$ cat src/dcr_top_note_end.sv
// Spare file of the debug control register logic; holds no logic

$ cat src/dcr_pkg.sv
// Constants and types shared by the debug control register logic
package dcr_pkg;

  // ************************************************************
  // Register map
  // ************************************************************
  localparam int unsigned APB_ADDR_W = 12;
  localparam logic [11:0] DEBUG_CONTROL_OFFSET = 12'h000;
  localparam logic [7:0] DEBUG_CONTROL_RESET = 8'h00;
  localparam logic [31:0] APB_READ_ZERO = 32'h0000_0000;

  // ************************************************************
  // Field positions of debug_control
  // ************************************************************
  localparam int unsigned HALT_BIT = 7;
  localparam int unsigned ARM_BIT = 6;
  localparam int unsigned ACK_BIT = 5;
  localparam int unsigned RSV_HI_BIT = 4;
  localparam int unsigned RSV_LO_BIT = 1;
  localparam int unsigned SELF_RESET_BIT = 0;

  // ************************************************************
  // Opcodes and debug command
  // ************************************************************
  localparam logic [7:0] BREAK_OPCODE = 8'h00;
  localparam logic [7:0] CMD_WRITE_OPCODE = 8'h12;
  localparam int unsigned MAX_OPCODE_BYTES = 5;
  localparam logic [2:0] COUNT_ZERO = 3'h0;
  localparam logic [2:0] COUNT_ONE = 3'h1;
  localparam logic [2:0] COUNT_MAX = 3'h5;

  // Debug command channel states
  typedef enum logic [1:0] {CMD_IDLE, CMD_COLLECT, CMD_DISCARD} dcr_cmd_state_t;

endpackage : dcr_pkg

$ cat src/dcr_cmd_if.sv
// Carrier between the control register logic and the command channel
`timescale 1ns/1ns
interface dcr_cmd_if;
  import dcr_pkg::*;

  // Mode seen by the command channel
  logic in_debug;
  logic rd_protect;
  // Opcode injection toward the core
  logic inject_valid;
  logic [MAX_OPCODE_BYTES-1:0][7:0] inject_bytes;
  logic [2:0] inject_count;
  logic discard;

  modport ctl (output in_debug, output rd_protect, input inject_valid, input inject_bytes,
               input inject_count, input discard);
  modport cmd (input in_debug, input rd_protect, output inject_valid, output inject_bytes,
               output inject_count, output discard);
endinterface : dcr_cmd_if

$ cat src/dcr_cmd.sv
// Debug pin command channel for the opcode write command
`timescale 1ns/1ns
module dcr_cmd (
  // Clock and reset
  input wire logic clk,
  input wire logic rst_b,
  // Byte stream from the debug pin
  input wire logic byte_valid,
  input wire logic [7:0] byte_data,
  input wire logic byte_last,
  // Link to the control register logic
  dcr_cmd_if.cmd link
);
  import dcr_pkg::*;

  dcr_cmd_state_t state, next_state;
  logic [MAX_OPCODE_BYTES-1:0][7:0] bytes, next_bytes;
  logic [2:0] count, next_count;
  logic inject_valid, next_inject_valid;
  logic discard, next_discard;

  // ************************************************************
  // Command sequencing
  // ************************************************************
  // Next state of the command channel
  always_comb begin
    next_state = state;
    next_bytes = bytes;
    next_count = count;
    next_inject_valid = 1'b0;
    next_discard = 1'b0;
    case (state)
      CMD_IDLE: begin
        if (byte_valid && (byte_data == CMD_WRITE_OPCODE)) begin
          next_count = COUNT_ZERO;
          if (!link.in_debug || link.rd_protect) begin
            next_state = CMD_DISCARD;
          end else begin
            next_state = CMD_COLLECT;
          end
        end
      end
      CMD_COLLECT: begin
        if (byte_valid) begin
          next_bytes[count] = byte_data;
          next_count = count + COUNT_ONE;
          if (byte_last || (next_count == COUNT_MAX)) begin
            next_inject_valid = 1'b1;
            next_state = CMD_IDLE;
          end
        end
      end
      CMD_DISCARD: begin
        if (byte_valid) begin
          next_discard = 1'b1;
          next_state = CMD_IDLE;
        end
      end
      default: begin
        next_state = CMD_IDLE;
      end
    endcase
  end

  // Register the channel state
  always_ff @(posedge clk) begin
    if (!rst_b) begin
      state <= CMD_IDLE;
      bytes <= '0;
      count <= COUNT_ZERO;
      inject_valid <= 1'b0;
      discard <= 1'b0;
    end else begin
      state <= next_state;
      bytes <= next_bytes;
      count <= next_count;
      inject_valid <= next_inject_valid;
      discard <= next_discard;
    end
  end

  // Outputs straight from flops
  assign link.inject_valid = inject_valid;
  assign link.inject_bytes = bytes;
  assign link.inject_count = count;
  assign link.discard = discard;
endmodule : dcr_cmd

$ cat src/dcr_top.sv
// Debug control register logic with APB access and command channel
// Summary of operation
// - Halt flag set stops core instruction fetch
// - Clearing halt flag resumes core fetching
// - Armed break opcode decode sets halt flag
// - Unarmed break opcode acts as no-operation
// - Read protect ignores writes clearing halt
// - Self reset bit requests device reset
// - Host resumes by writing halt flag clear
// - Opcode command; blocked mode discards one byte
// - Resets to zero; bits 4..1 read-only
//
// Chosen here: the placing of the registers and the APB interface to the registers.
`timescale 1ns/1ns
module dcr_top (
  // Clock and reset
  input wire logic CORE_CLK,
  input wire logic RST_B,
  // APB slave
  input wire logic PSEL,
  input wire logic PENABLE,
  input wire logic PWRITE,
  input wire logic [dcr_pkg::APB_ADDR_W-1:0] PADDR,
  input wire logic [31:0] PWDATA,
  output logic [31:0] PRDATA,
  output logic PREADY,
  output logic PSLVERR,
  // Core decode and fetch
  input wire logic DECODE_VALID,
  input wire logic [7:0] DECODE_OPCODE,
  input wire logic CORE_FETCH_IDLE,
  output logic FETCH_HALT,
  output logic DEBUG_ACK,
  // Device options and reset
  input wire logic FLASH_RD_PROTECT,
  output logic SYS_RESET_REQ,
  // Debug pin byte stream
  input wire logic DBG_BYTE_VALID,
  input wire logic [7:0] DBG_BYTE,
  input wire logic DBG_BYTE_LAST,
  // Opcode injection toward the core
  output logic OPCODE_INJECT_VALID,
  output logic [dcr_pkg::MAX_OPCODE_BYTES*8-1:0] OPCODE_INJECT_BYTES,
  output logic [2:0] OPCODE_INJECT_COUNT,
  output logic OPCODE_DISCARD
);
  import dcr_pkg::*;

  // ************************************************************
  // Declarations
  // ************************************************************
  logic halt, next_halt;
  logic arm, next_arm;
  logic ack, next_ack;
  logic self_reset, next_self_reset;
  logic pready, next_pready;
  logic pslverr, next_pslverr;
  logic [31:0] prdata, next_prdata;
  logic access;
  logic addr_hit;
  logic reg_write;
  logic break_hit;
  logic [7:0] read_val;

  dcr_cmd_if cmd_link ();

  // ************************************************************
  // APB decode
  // ************************************************************
  // Access phase, address match and committed write
  assign access = PSEL && PENABLE;
  assign addr_hit = (PADDR == DEBUG_CONTROL_OFFSET);
  assign reg_write = access && pready && PWRITE && addr_hit;

  // Read view: ack from core state, reserved bits zero
  always_comb begin
    read_val = DEBUG_CONTROL_RESET;
    read_val[HALT_BIT] = halt;
    read_val[ARM_BIT] = arm;
    read_val[ACK_BIT] = ack;
    read_val[SELF_RESET_BIT] = self_reset;
  end

  // Bus answer one cycle into the access phase
  always_comb begin
    next_pready = access && !pready;
    next_pslverr = access && !pready && !addr_hit;
    next_prdata = prdata;
    if (access && !pready) begin
      next_prdata = APB_READ_ZERO;
      if (addr_hit && !PWRITE) begin
        next_prdata[7:0] = read_val;
      end
    end
  end

  // Register the bus answer
  always_ff @(posedge CORE_CLK) begin
    if (!RST_B) begin
      pready <= 1'b0;
      pslverr <= 1'b0;
      prdata <= APB_READ_ZERO;
    end else begin
      pready <= next_pready;
      pslverr <= next_pslverr;
      prdata <= next_prdata;
    end
  end

  // ************************************************************
  // Debug control state
  // ************************************************************
  // Armed break opcode from the decoder
  assign break_hit = DECODE_VALID && (DECODE_OPCODE == BREAK_OPCODE) && arm;

  // Next values of the control bits
  always_comb begin
    next_halt = halt;
    next_arm = arm;
    next_self_reset = 1'b0;
    if (reg_write) begin
      next_arm = PWDATA[ARM_BIT];
      next_self_reset = PWDATA[SELF_RESET_BIT];
      if (PWDATA[HALT_BIT] || !FLASH_RD_PROTECT) begin
        next_halt = PWDATA[HALT_BIT];
      end
    end
    if (break_hit) begin
      next_halt = 1'b1;
    end
    next_ack = halt && CORE_FETCH_IDLE;
  end

  // Register the control bits
  always_ff @(posedge CORE_CLK) begin
    if (!RST_B) begin
      halt <= DEBUG_CONTROL_RESET[HALT_BIT];
      arm <= DEBUG_CONTROL_RESET[ARM_BIT];
      ack <= DEBUG_CONTROL_RESET[ACK_BIT];
      self_reset <= DEBUG_CONTROL_RESET[SELF_RESET_BIT];
    end else begin
      halt <= next_halt;
      arm <= next_arm;
      ack <= next_ack;
      self_reset <= next_self_reset;
    end
  end

  // ************************************************************
  // Command channel
  // ************************************************************
  // Mode handed to the channel
  assign cmd_link.in_debug = halt;
  assign cmd_link.rd_protect = FLASH_RD_PROTECT;

  dcr_cmd u_cmd (
    .clk(CORE_CLK),
    .rst_b(RST_B),
    .byte_valid(DBG_BYTE_VALID),
    .byte_data(DBG_BYTE),
    .byte_last(DBG_BYTE_LAST),
    .link(cmd_link.cmd)
  );

  // ************************************************************
  // Outputs
  // ************************************************************
  // All outputs come straight from flops
  assign PRDATA = prdata;
  assign PREADY = pready;
  assign PSLVERR = pslverr;
  assign FETCH_HALT = halt;
  assign DEBUG_ACK = ack;
  assign SYS_RESET_REQ = self_reset;
  assign OPCODE_INJECT_VALID = cmd_link.inject_valid;
  assign OPCODE_INJECT_BYTES = cmd_link.inject_bytes;
  assign OPCODE_INJECT_COUNT = cmd_link.inject_count;
  assign OPCODE_DISCARD = cmd_link.discard;
endmodule : dcr_top

$ cat config.mk
export PLATFORM = sky130hd
export DESIGN_NAME = dcr_top
export DESIGN_NICKNAME = d
export VERILOG_FILES = /design/src/dcr_top_note_end.sv /design/src/dcr_pkg.sv /design/src/dcr_cmd_if.sv /design/src/dcr_cmd.sv /design/src/dcr_top.sv
export SDC_FILE = /design/constraint.sdc
export NUM_CORES = 1
export LEC_CHECK = 0
export BUFFER_PORTS_ARGS = -buffer_cell sky130_fd_sc_hd__buf_2
export CORE_MARGIN = 2
export CORE_UTILIZATION = 45
export DETAILED_ROUTE_END_ITERATION = 16
export PLACE_DENSITY = 0.82
export SYNTH_ARGS = -nofsm -noshare
export SYNTH_HDL_FRONTEND = slang
export SYNTH_SLANG_ARGS = --single-unit
$ cat constraint.sdc
create_clock -name CORE_CLK -period 4 [get_ports CORE_CLK]
set_input_delay 0.2 -clock CORE_CLK [delete_from_list [all_inputs] [get_ports CORE_CLK]]
set_output_delay 0.2 -clock CORE_CLK [all_outputs]
set_load 0.05 [all_outputs]
### Word-level counts from Yosys, hierarchy flattened

Cells that the tools add are included.

| word-level totals | value |
|---|---|
| flip-flop bits (word level) | 61 |
| output and inout bits | 82 |
| word-level logic and storage cells | 78 |

| cells by class | value |
|---|---|
| $add $sub $neg | 1 |
| $lt $le $gt $ge | 2 |
| equal/unequal tests | 8 |
| multiplexer cells | 18 |
| reduce and logical (&&, ||, !) cells | 33 |

Operators by type and width:

| operator | number |
|---|---|
| $bwmux W40 | 1 |
| $demux W8 S3 | 1 |
| $mux W8 | 2 |
| $logic_and A1 B1 Y1 | 12 |
| $logic_not A12 Y1 | 1 |
| $mux W2 | 5 |
| $eq A8 B5 Y1 const B | 1 |
| $logic_not A8 Y1 | 1 |
| $reduce_and A2 Y1 | 4 |
| $mux W3 | 2 |
| $pmux W2 S3 | 1 |
| $pmux W3 S2 | 1 |
| $reduce_and A3 Y1 | 2 |
| $reduce_bool A2 Y1 | 3 |
| $logic_not A1 Y1 | 5 |
| $mux W1 | 5 |
| $lt A3 B4 Y1 const B | 1 |
| $ne A2 B1 Y1 const B | 2 |
| $ne A2 B2 Y1 const B | 2 |
| $reduce_and A4 Y1 | 1 |
| $add A3 B1 Y3 const B | 1 |
| $eq A3 B3 Y1 const B | 1 |
| $ge A3 B1 Y1 const B | 1 |
| $logic_or A1 B1 Y1 | 3 |
| 3 further kinds | 3 |

### Logic depth before layout (Yosys ltp)

Gate-level depths: netlist of the first run.

| logic depth | value |
|---|---|
| depth in word-level cells | 6 |
| gate-level depth with buffers | 5 |
| gate-level depth less buffers | 5 |

### Cells and area by module

From an unflattened synthesis of the first run, not the netlist that was laid out.

| unflattened totals | value |
|---|---|
| cells, all modules | 274 |
| area, all modules | 2469.9 um^2 |

By module, submodules not included:

| module | instances | cells an instance | area an instance (um^2) | seq. area each (um^2) |
|---|---|---|---|---|
| dcr_cmd | 1 | 205 | 1806.7 | 940.9 |
| dcr_top | 1 | 69 | 663.1 | 200.2 |

### Worst setup path before layout of the first run

Ideal clock, no wire load.

| timing path | value |
|---|---|
| path kind | flip-flop to flip-flop |
| from | register u_cmd.count[2], in the netlist u_cmd.link.inject_count[2] |
| to | register u_cmd.bytes (netlist bit u_cmd.link.inject_bytes[13]) |
| setup time | 128 ps |
| arrival time | 1548 ps |
| setup slack | 2324 ps |
| stages on the path, launching flop included | 6 |
| path buffers | 1 |
| period minus slack after synthesis | 1676 ps |
| path through | dfxtp_1 and4bb_2 buf_4 nand3_4 mux2i_1 nor2_1 |

| on the way | value |
|---|---|
| cells in the longest elaborated chain, start to end | 5 |
| elaborated cells between the ends (all ways) | 6 |
| classes of those cells | 2 x order compare; 3 x mux; 1 x reduce/logical |

Ends and longest elaborated chain:

| what | line | source |
|---|---|---|
| start, declared | dcr_cmd.sv:18 | `logic [2:0] count, next_count;` |
| start signal, assigned | dcr_cmd.sv:76 | `count <= next_count;` |
| $lt A3 B4 Y1 (implied by the code) / $ge A3 B1 Y1 (equally long branches) | dcr_cmd.sv:45 | `next_bytes[count] = byte_data;` |
| $logic_and A1 B1 Y1 (implied by the code) | dcr_cmd.sv:45 |  |
| $mux W8 (implied by the code) | dcr_cmd.sv:45 |  |
| $demux W8 S3 * | n/a |  |
| $bwmux W40 * | dcr_cmd.sv:45 |  |
| end signal, assigned | dcr_cmd.sv:75 | `bytes <= next_bytes;` |
| end, declared | dcr_cmd.sv:17 | `logic [MAX_OPCODE_BYTES-1:0][7:0] bytes, next_bytes;` |

Every way passes the cells marked *; elsewhere a longest branch is shown, timed or not.
A chain may end at the register's enable or synchronous reset.

### Final worst setup path of the first run

| timing path | value |
|---|---|
| from | register u_cmd.count[2], in the netlist u_cmd.link.inject_count[2] |
| to | register u_cmd.bytes (netlist bit u_cmd.link.inject_bytes[29]) |

Same word-level chain as after synthesis.

==> results by group, run 1 <==
Power
  – Total leakage power: 1.51 nW
  – Pwr Density: 386 mW/mm^2
  – VDD IR max: 0.246 mV

Synthesis
  – EDFF count, synth: 0
  – Cell area after synthesis: 0.00237 mm^2
  – Simple-Gate Fraction of Synth Area: 21.7%
  – Synth top area share: 48.1%
  – Area fraction in compound gates after synthesis: 9.64%
  – Synth area leader: dfxtp_1
  – Syn Area/Cell: 9.10 um^2
  – Post-synth top flop: dfxtp_1
  – Synth Register Bits: 57
  – Share of synthesized registers carrying an async set or reset: 0%
  – Largest family of logic cells by synthesized area: simple AND/OR/NAND/NOR gates
  – Top cells by area, synth: dfxtp_1 48%, buf_4 9.2%, mux2i_1 7.2%
  – Unique masters post-synth: 35
  – Post-synthesis adder-cell area fraction: 1.05%
  – Post-synthesis sequential area ratio: 48.1%
  – Post-synthesis mux area share: 7.17%
  – Synth Instances: 261
  – Xor/xnor share of the synthesized area: 0.369%
  – Synth warn: 0

Timing
  – Fin Clk Skew: 0.00532 ns
  – RSZ-0062 raised after global routing: false
  – Fin crit share: 45.1%
  – Period minus WS final: 1.80 ns
  – Worst-margin pin slew: 0.939 ns
  – Relative slew slack: 37.4%
  – Final hold violation count: 0
  – Setup TNS Final: 0 ns
  – # setup viols final: 0
  – WHS: 0.109 ns
  – Fmax: 554 MHz
  – Max-slew violations: 0

CTS
  – Cts hold-fix bufs: 0
  – Post-CTS setup buffer count: 0
  – Worst-Skew Late Latency: 0.33 ns
  – CTS buffer count: 9
  – Clk pin slew, worst setup/hold paths: 0.06 ns
  – Post_cts resized: 0
  – Root buf cell: clkbuf_8
  – H-tree depth: 3
  – Clock Tree Buf Depth: 2
  – Clock sinks: 57
  – CTS tree: yes

Critical path
  – Worst setup EP type: flop
  – CP startpoint kind: flop
  – Critical path data arrival time: 1.98 ns
  – Critical path required time: 4.18 ns
  – Crit path kind: reg -> reg
  – Flop-to-flop setup slack: 2.20 ns
  – Critical path fanouts, max: 16

Routing
  – Final antenna-violating net count: 0
  – DR WL/cell: 12.9 um
  – Initial DRC Count: 106
  – Routed vias/inst: 4.89
  – DRT Pass-1 Iters: 4
  – Final wirelength: 5560 um
  – Via count: 2,109
  – DRC: 0

Placement
  – Final RePlAce weighted congestion: 0.740
  – Placed wire-length estimate: 4050 um
  – Buffers on Ports: 94

Final layout
  – Area grow syn2layout: 24.3%
  – Commonest cells after routing, fill and taps aside: 94 x buf_2, 57 x dfxtp_1, 29 x nand3_1
  – Ant diodes: 0
  – Share of cells above drive strength 1: 31.3%
  – Commonest non-fill, non-tap cell in the layout: buf_2
  – Nets: 428

Die
  – # rows: 26
  – Initial Util: 46.5%
  – Die ar.: 0.00587 mm^2
  – Core Area: 0.00511 mm^2
  – Die width: 76.6 um
  – I/O Pins: 152
  – Die Y-Extent: 76.6 um

GRT
  – Largest net degree at the start of global routing: 33
  – Grt total ovfl: 0
  – Vias in the first global route: 1,823
  – Initial antenna violation count: 0
  – First-pass GRT wire length: 8870 um
  – Tot GR Track Use: 19.3%

Flow run
  – Number of max-cap violations: 0

Hold path
  – HP Class: in -> reg

Outcome
  – Status: finished clean
## synthesized netlist by cell type, types with 2 or more instances
library cell  number
buf_4             29
and3_1             2
nor2_1            20
nand2_1           22
and4_1             2
nor4b_1            3
a21oi_1           14
nor4_1             3
inv_1              7
o21ai_0           19
clkbuf_1           6
nand4_1            4
ha_1               2
mux2i_1           17
a31oi_1            2
nand3_1           29
nor3_1             3
a22o_1             4
dfxtp_1           57
## final cells by class
cell class / count / area (um^2)
timing repair buffer: 94 / 470
sequential: 57 / 1140
clock buffer: 13 / 159
tap: 70 / 87.6
multi-input combinational: 187 / 1050
inverter: 7 / 26.3
fill: 496 / 2160
clock inverter: 3 / 15.0
## stage by stage
stage          instance area (um^2)  utilization, %  cells  setup WS [ns]  power (mW)
4_1_cts                        2950            57.8    431           2.20        1.16
5_1_grt                        2950            57.8    431           2.02        1.20
2_1_floorplan                  2480               -    288           2.32       0.678
3_3_place_gp                   2780            54.4    415           2.04       0.688
6_report                       2950            57.8    431           2.20        1.14
3_5_place_dp                   2780            54.4    415           2.01       0.689
## power breakdown
group / internal, mW / switching, mW / leakage, nW
combinational: 0.0183 / 0.0896 / 0.960
sequential: 0.569 / 0.000399 / 0.459
clock: 0.256 / 0.208 / 0.0932
total: 0.842 / 0.298 / 1.51
## worst paths after layout
path	from	endpoint	cells past startpoint
worst max-delay path	u_cmd.link.inject_count[2]	u_cmd.link.inject_bytes[29]	4
worst min-delay path	FLASH_RD_PROTECT	u_cmd.state[0]	2
worst max register to register	u_cmd.link.inject_count[2]	u_cmd.link.inject_bytes[29]	4
worst min register to register	u_cmd.link.inject_bytes[3]	u_cmd.link.inject_bytes[3]	2
## critical path: stages (launching register included)
cell,delay [ns]
dfxtp_1,0.37
and4bb_2,0.50
nand3_1,0.45
nand3_1,0.22
o21ai_0,0.12
## registers in the layout (all words and copies together) (netlist names), 2 cells and up
signal / count
PRDATA: 4
u_cmd.state: 2
u_cmd.link.inject_bytes: 40
u_cmd.link.inject_count: 3
## cell families (layout without fill, tap and decap cells)
logic type / after synthesis / in the layout
xor gates and xnor gates: 1 / 1
adders and majority gates: 2 / 2
and+or+nand+nor: 98 / 98
muxes: 17 / 17
other: 1 / 28
DFF: 57 / 57
buffers and inverters: 44 / 117
AOI/OAI and AO/OA: 41 / 41
## layer usage
layer / global-route usage [%] / routed length (um) / vias to the layer above / share of wire (%)
li1: - / - / 1048 / -
met1: 24.2 / 2410 / 969 / 43
met2: 29.9 / 2690 / 82 / 48
met3: 7.82 / 386 / 10 / 6.9
met4: 6.91 / 75 / 0 / 1.3
met5: 0 / 0 / - / 0
Power figures use the tool's default switching activity.
==> run 2, diff against run 1 <==
--- a/config.mk
+++ b/config.mk
@@ -7,9 +7,9 @@
 export LEC_CHECK = 0
 export BUFFER_PORTS_ARGS = -buffer_cell sky130_fd_sc_hd__buf_2
 export CORE_MARGIN = 2
-export CORE_UTILIZATION = 45
+export CORE_UTILIZATION = 38
 export DETAILED_ROUTE_END_ITERATION = 16
-export PLACE_DENSITY = 0.82
+export PLACE_DENSITY = 0.74
 export SYNTH_ARGS = -nofsm -noshare
 export SYNTH_HDL_FRONTEND = slang
 export SYNTH_SLANG_ARGS = --single-unit
==> constraint.sdc (replaced) <==
create_clock -name CORE_CLK -period 1.5 [get_ports CORE_CLK]
set_input_delay 0.075 -clock CORE_CLK [delete_from_list [all_inputs] [get_ports CORE_CLK]]
set_output_delay 0.075 -clock CORE_CLK [all_outputs]
set_load 0.05 [all_outputs]
==> run 2 against run 1 <==
  * Critical path depth increased by 1
  * Core utilization decreased by 5.6 points
  * Clock power increased to 3.2 times the previous value
  * Sequential power increased to 2.7 times the previous value
  * Final cell count increased by 3.9%
  * Combinational power increased to 2.8 times the previous value
  * Hold slack got worse by 0.074 ns
  * Final area increased by 5.9%
  * Total power increased to 2.9 times the previous value
  * Worst setup slack got worse by 2.1 ns
  * Critical path type unchanged
  * Maximum frequency increased by 25%
==> results by group, run 2 (synthesized netlist as in run 1, its figures left out) <==
CTS
  – Clock sinks: 57
  – Root buf cell: clkbuf_8
  – CTS tree: yes
  – H-tree depth: 3
  – CTS buffer count: 9
  – Worst-Skew Late Latency: 0.32 ns
  – Clk pin slew, worst setup/hold paths: 0.06 ns
  – Clock Tree Buf Depth: 2

Routing
  – Initial DRC Count: 77
  – Routed vias/inst: 4.85
  – DR WL/cell: 13.5 um
  – Final antenna-violating net count: 0
  – DRT Pass-1 Iters: 4
  – Via count: 2,173
  – DRC: 0
  – Final wirelength: 6030 um

Power
  – Power share of the clock group: 45.1%
  – Combinational Power Share: 9.2%
  – Internal cell power: 2.51 mW
  – Switching share of power: 24.2%
  – VDD IR max: 0.640 mV
  – Psw: 0.805 mW
  – Sequential share of power: 45.7%
  – Total leakage power: 1.60 nW
  – Pwr Density: 1060 mW/mm^2

Die
  – Die ar.: 0.00690 mm^2
  – Die Y-Extent: 83.1 um
  – Die width: 83.1 um
  – # rows: 28
  – Core Area: 0.00599 mm^2
  – I/O Pins: 152
  – Initial Util: 39.6%

Final layout
  – Ant diodes: 0
  – Area grow syn2layout: 31.6%
  – Multi-input gate area: 0.00107 mm^2
  – Filler cells: 582
  – Share of cells above drive strength 1: 34.0%
  – Commonest cells after routing, fill and taps aside: 94 x buf_2, 54 x dfxtp_1, 29 x nand3_1
  – Commonest non-fill, non-tap cell in the layout: buf_2
  – Final core utilization: 52.2%
  – Register Area: 0.00114 mm^2
  – Max reg flops: 40
  – Nets: 441

Timing
  – Period minus WS final: 1.45 ns
  – Worst-margin pin slew: 0.528 ns
  – Final hold violation count: 0
  – # setup viols final: 0
  – Fin Clk Skew: 0.00491 ns
  – Fin crit share: 96.4%
  – Max-slew violations: 0
  – Fmax: 691 MHz
  – Setup TNS Final: 0 ns
  – Relative slew slack: 64.5%

GRT
  – Initial antenna violation count: 0
  – Largest net degree at the start of global routing: 31
  – Vias in the first global route: 1,962
  – Tot GR Track Use: 16.9%
  – Grt total ovfl: 0
  – First-pass GRT wire length: 9380 um

Critical path
  – R2R Path End: u_cmd.state[0]
  – Critical path required time: 1.69 ns
  – Crit path kind: reg -> reg
  – Worst setup EP type: flop
  – Flop-to-flop setup slack: 0.05 ns
  – CP startpoint kind: flop
  – Critical path fanouts, max: 7
  – R2R cell count: 5
  – R2R Path Start: u_cmd.link.inject_count[0]
  – Critical path data arrival time: 1.64 ns

Placement
  – Final RePlAce weighted congestion: 0.828
  – Buffers on Ports: 94
  – Placed wire-length estimate: 4330 um

Flow run
  – Number of max-cap violations: 0

Outcome
  – Status: finished clean

Hold path
  – WHS Path Cells: 3
  – HP Class: in -> reg
  – WHS Endpoint: FETCH_HALT
  – Hold Path Origin: PWDATA[7]
==> run 2: critical path: stages, from the launching register on <==
cell and delay (ns):
dfxtp_2 0.42, ha_1 0.23, xor2_1 0.17, a21oi_1 0.09
o21ai_0 0.27, o41ai_2 0.14
==> run 2: routing by layer <==
layer | track usage, % | vias to the layer above | part of all wire [%]
met1 | 20.2 | 1018 | 41
met5 | 0 | - | 0
li1 | - | 1070 | -
met3 | 5.96 | 5 | 6.9
met2 | 28.2 | 80 | 51
met4 | 6.11 | 0 | 0.71
==> run 2: worst max-delay path by stage <==
stage	start	endpoint	slack [ns]	depth (start not counted)
final	u_cmd.link.inject_count[0]	u_cmd.state[0]	0.05	5
after global routing	u_cmd.link.inject_count[0]	u_cmd.state[0]	-0.02	5
after CTS	u_cmd.state[0]	u_cmd.state[0]	0.09	3
after detailed placement	u_cmd.state[0]	u_cmd.state[0]	0.10	3
after global placement	u_cmd.state[0]	u_cmd.link.inject_bytes[33]	0.13	4
after floorplan	u_cmd.link.inject_count[2]	u_cmd.link.inject_bytes[13]	0.02	5
==> run 2: power groups by stage <==
stage	registers [mW]	logic, mW	clock network, mW
after global routing	1.52	0.322	1.61
after CTS	1.52	0.304	1.54
final	1.52	0.306	1.50
after floorplan	1.56	0.250	0
after detailed placement	1.55	0.296	0
after global placement	1.55	0.294	0
==> run 2: timing repair <==
| action | 4_1_cts | 5_1_grt |
|---|---|---|
| endpoints found under the hold margin | 4 | 0 |
| gates resized for setup | 0 | 2 |
| setup buffers | 0 | 1 |
| hold buffers | 4 | 0 |
| setup endpoints to repair | 0 | 10 |
==> run 2: area by class of cell <==
class	instances	area share, %
flip-flops and latches	57	36.6
multi-input cells	187	34.2
repair buffers	107	18.5
clock buffers	13	5.73
well taps	75	3.00
clock inverters	2	1.12
inverters	7	0.841
==> run 2: through the flow <==
| stage | hold WS, ns | instance area [um^2] | cells | worst slack [ns] | total power [mW] |
|---|---|---|---|---|---|
| after floorplan | 0.182 | 2480 | 288 | 0.0232 | 1.81 |
| after global placement | 0.302 | 2850 | 428 | 0.135 | 1.84 |
| after detailed placement | 0.303 | 2850 | 428 | 0.102 | 1.85 |
| after CTS | 0.0120 | 3100 | 447 | 0.0853 | 3.36 |
| after global routing | 0.0265 | 3120 | 448 | -0.0192 | 3.45 |
| final | 0.0344 | 3120 | 448 | 0.0538 | 3.32 |
==> run 3, diff against run 2 <==
--- a/config.mk
+++ b/config.mk
@@ -7,9 +7,9 @@
 export LEC_CHECK = 0
 export BUFFER_PORTS_ARGS = -buffer_cell sky130_fd_sc_hd__buf_2
 export CORE_MARGIN = 2
-export CORE_UTILIZATION = 38
+export CORE_UTILIZATION = 45
 export DETAILED_ROUTE_END_ITERATION = 16
-export PLACE_DENSITY = 0.74
+export PLACE_DENSITY = 0.82
 export SYNTH_ARGS = -nofsm -noshare
 export SYNTH_HDL_FRONTEND = slang
 export SYNTH_SLANG_ARGS = --single-unit
==> constraint.sdc (replaced) <==
create_clock -name CORE_CLK -period 1.7 [get_ports CORE_CLK]
set_input_delay 0.085 -clock CORE_CLK [delete_from_list [all_inputs] [get_ports CORE_CLK]]
set_output_delay 0.085 -clock CORE_CLK [all_outputs]
set_load 0.05 [all_outputs]
==> run 3 against run 2 <==
  * Worst setup slack gained 0.13 ns
  * Core utilization grew 7.8 points
  * First-iteration DRC count grew 9.1%
  * Critical path depth is the same
  * Clock power shrank 13%
  * Final area shrank 2.0%
  * Critical path type unchanged
  * Critical endpoint is now u_cmd.link.inject_bytes[28]
  * Largest cell class unchanged
  * Largest power group unchanged
==> results by group, run 3 (synthesized netlist as in run 1, its figures left out) <==
Die
  – Die ar.: 0.00587 mm^2
  – # rows: 26
  – Die width: 76.6 um
  – Initial Util: 46.5%
  – I/O Pins: 152
  – Die Y-Extent: 76.6 um
  – Core Area: 0.00511 mm^2

Hold path
  – HP Class: in -> reg

Timing
  – Fin crit share: 89.3%
  – Final hold violation count: 0
  – Period minus WS final: 1.52 ns
  – Fmax: 659 MHz
  – # setup viols final: 0
  – Fin Clk Skew: 0.00590 ns
  – Max-slew violations: 0
  – RSZ-0062 raised after global routing: false
  – Setup TNS Final: 0 ns

Outcome
  – Status: finished clean

GRT
  – Largest net degree at the start of global routing: 31
  – Tot GR Track Use: 20.5%
  – Met1 Use GR: 24.7%
  – Global routing's busiest layer: met2
  – Grt total ovfl: 0
  – Grt met3 use: 8.53%
  – Vias in the first global route: 1,983
  – First-pass GRT wire length: 9420 um
  – Met2 GRT Util: 33.5%
  – Initial antenna violation count: 0

Final layout
  – Commonest non-fill, non-tap cell in the layout: buf_2
  – Commonest cells after routing, fill and taps aside: 94 x buf_2, 57 x dfxtp_1, 29 x nand3_1
  – Share of cells above drive strength 1: 32.2%
  – Max reg flops: 40
  – Area grow syn2layout: 28.9%
  – Nets: 437
  – Final core utilization: 59.9%
  – Filler cells: 481
  – Ant diodes: 0

CTS
  – Root buf cell: clkbuf_8
  – Clock sinks: 57
  – Clock Tree Buf Depth: 2
  – Worst-Skew Late Latency: 0.33 ns
  – Post_cts resized: 0
  – H-tree depth: 3
  – CTS buffer count: 9
  – Clk pin slew, worst setup/hold paths: 0.06 ns
  – CTS tree: yes

Routing
  – DRC: 0
  – Initial DRC Count: 84
  – DR WL/cell: 13.4 um
  – Routed vias/inst: 4.88
  – Final wirelength: 5900 um
  – Final antenna-violating net count: 0
  – DRT Pass-1 Iters: 4
  – Via count: 2,147

Critical path
  – CP startpoint kind: flop
  – Most used cell, CP: nand3_1
  – Flop-to-flop setup slack: 0.18 ns
  – Critical path fanouts, max: 16
  – Crit path kind: reg -> reg
  – CP top delay family: simple AND/OR/NAND/NOR gates
  – Worst setup EP type: flop
  – WP buf/inv: 1
  – Crit-path cells: and4bb_2 -> nand3_1 -> buf_4 -> nand3_1 -> o21ai_0
  – Worst path slowest cell: and4bb_2
  – CP peak stage delay: 0.45 ns
  – Critical path required time: 1.91 ns
  – Critical path data arrival time: 1.73 ns

Placement
  – Final RePlAce weighted congestion: 0.816
  – Placed wire-length estimate: 4110 um
  – Buffers on Ports: 94

Power
  – Pwr Total: 2.91 mW
  – VDD IR max: 0.457 mV
  – Pwr Density: 952 mW/mm^2
  – Total leakage power: 1.57 nW

Flow run
  – Number of max-cap violations: 0
==> run 3: worst paths after layout <==
kind | from | to | cells past startpoint
worst max-delay path | u_cmd.state[0] | u_cmd.link.inject_bytes[28] | 5
worst min-delay path | PWDATA[0] | SYS_RESET_REQ | 2
worst max register to register | u_cmd.state[0] | u_cmd.link.inject_bytes[28] | 5
worst min register to register | u_cmd.link.inject_bytes[4] | u_cmd.link.inject_bytes[4] | 2
==> run 3: cell type report <==
type	instances	area [um^2]	share of cell area (%)
clock buffer	14	173	5.64
sequential	57	1140	37.3
tap	70	87.6	2.86
clock inverter	2	35.0	1.14
timing repair buffer	103	546	17.8
multi-input combinational	187	1050	34.4
inverter	7	26.3	0.859
==> run 3: per-stage QoR <==
step                      area [um^2]  setup WS, ns  instances  hold slack (ns)
after floorplan                  2480        0.0243        288            0.192
after global placement           2820         0.255        421            0.308
after detailed placement         2820         0.212        421            0.320
after CTS                        3060         0.205        440          0.00257
after global routing             3060        0.0952        440          0.00249
final                            3060         0.183        440           0.0157
==> run 3: where the power goes <==
| group | internal, mW | total, mW | switching, mW |
|---|---|---|---|
| Combinational | 0.0507 | 0.264 | 0.213 |
| Sequential | 1.34 | 1.34 | 0.000847 |
| Clock | 0.796 | 1.31 | 0.516 |
| Total | 2.18 | 2.91 | 0.730 |
==> run 3: layer usage <==
metal	wire length, um	up-vias	part of all wire (%)
li1	-	1065	-
met1	2560	976	43
met2	2830	95	48
met3	424	11	7.2
met4	86	0	1.5
met5	0	-	0
==> run 3: worst register-to-register path, stage by stage, from the launching register on <==
cell	delay, ns
dfxtp_1	0.43
and4bb_2	0.45
nand3_1	0.13
buf_4	0.21
nand3_1	0.09
o21ai_0	0.08
==> run 3: what timing repair did <==
item	in CTS	in global routing
hold endpoints to repair	3	0
buffers inserted	0	0
hold buffers	3	0
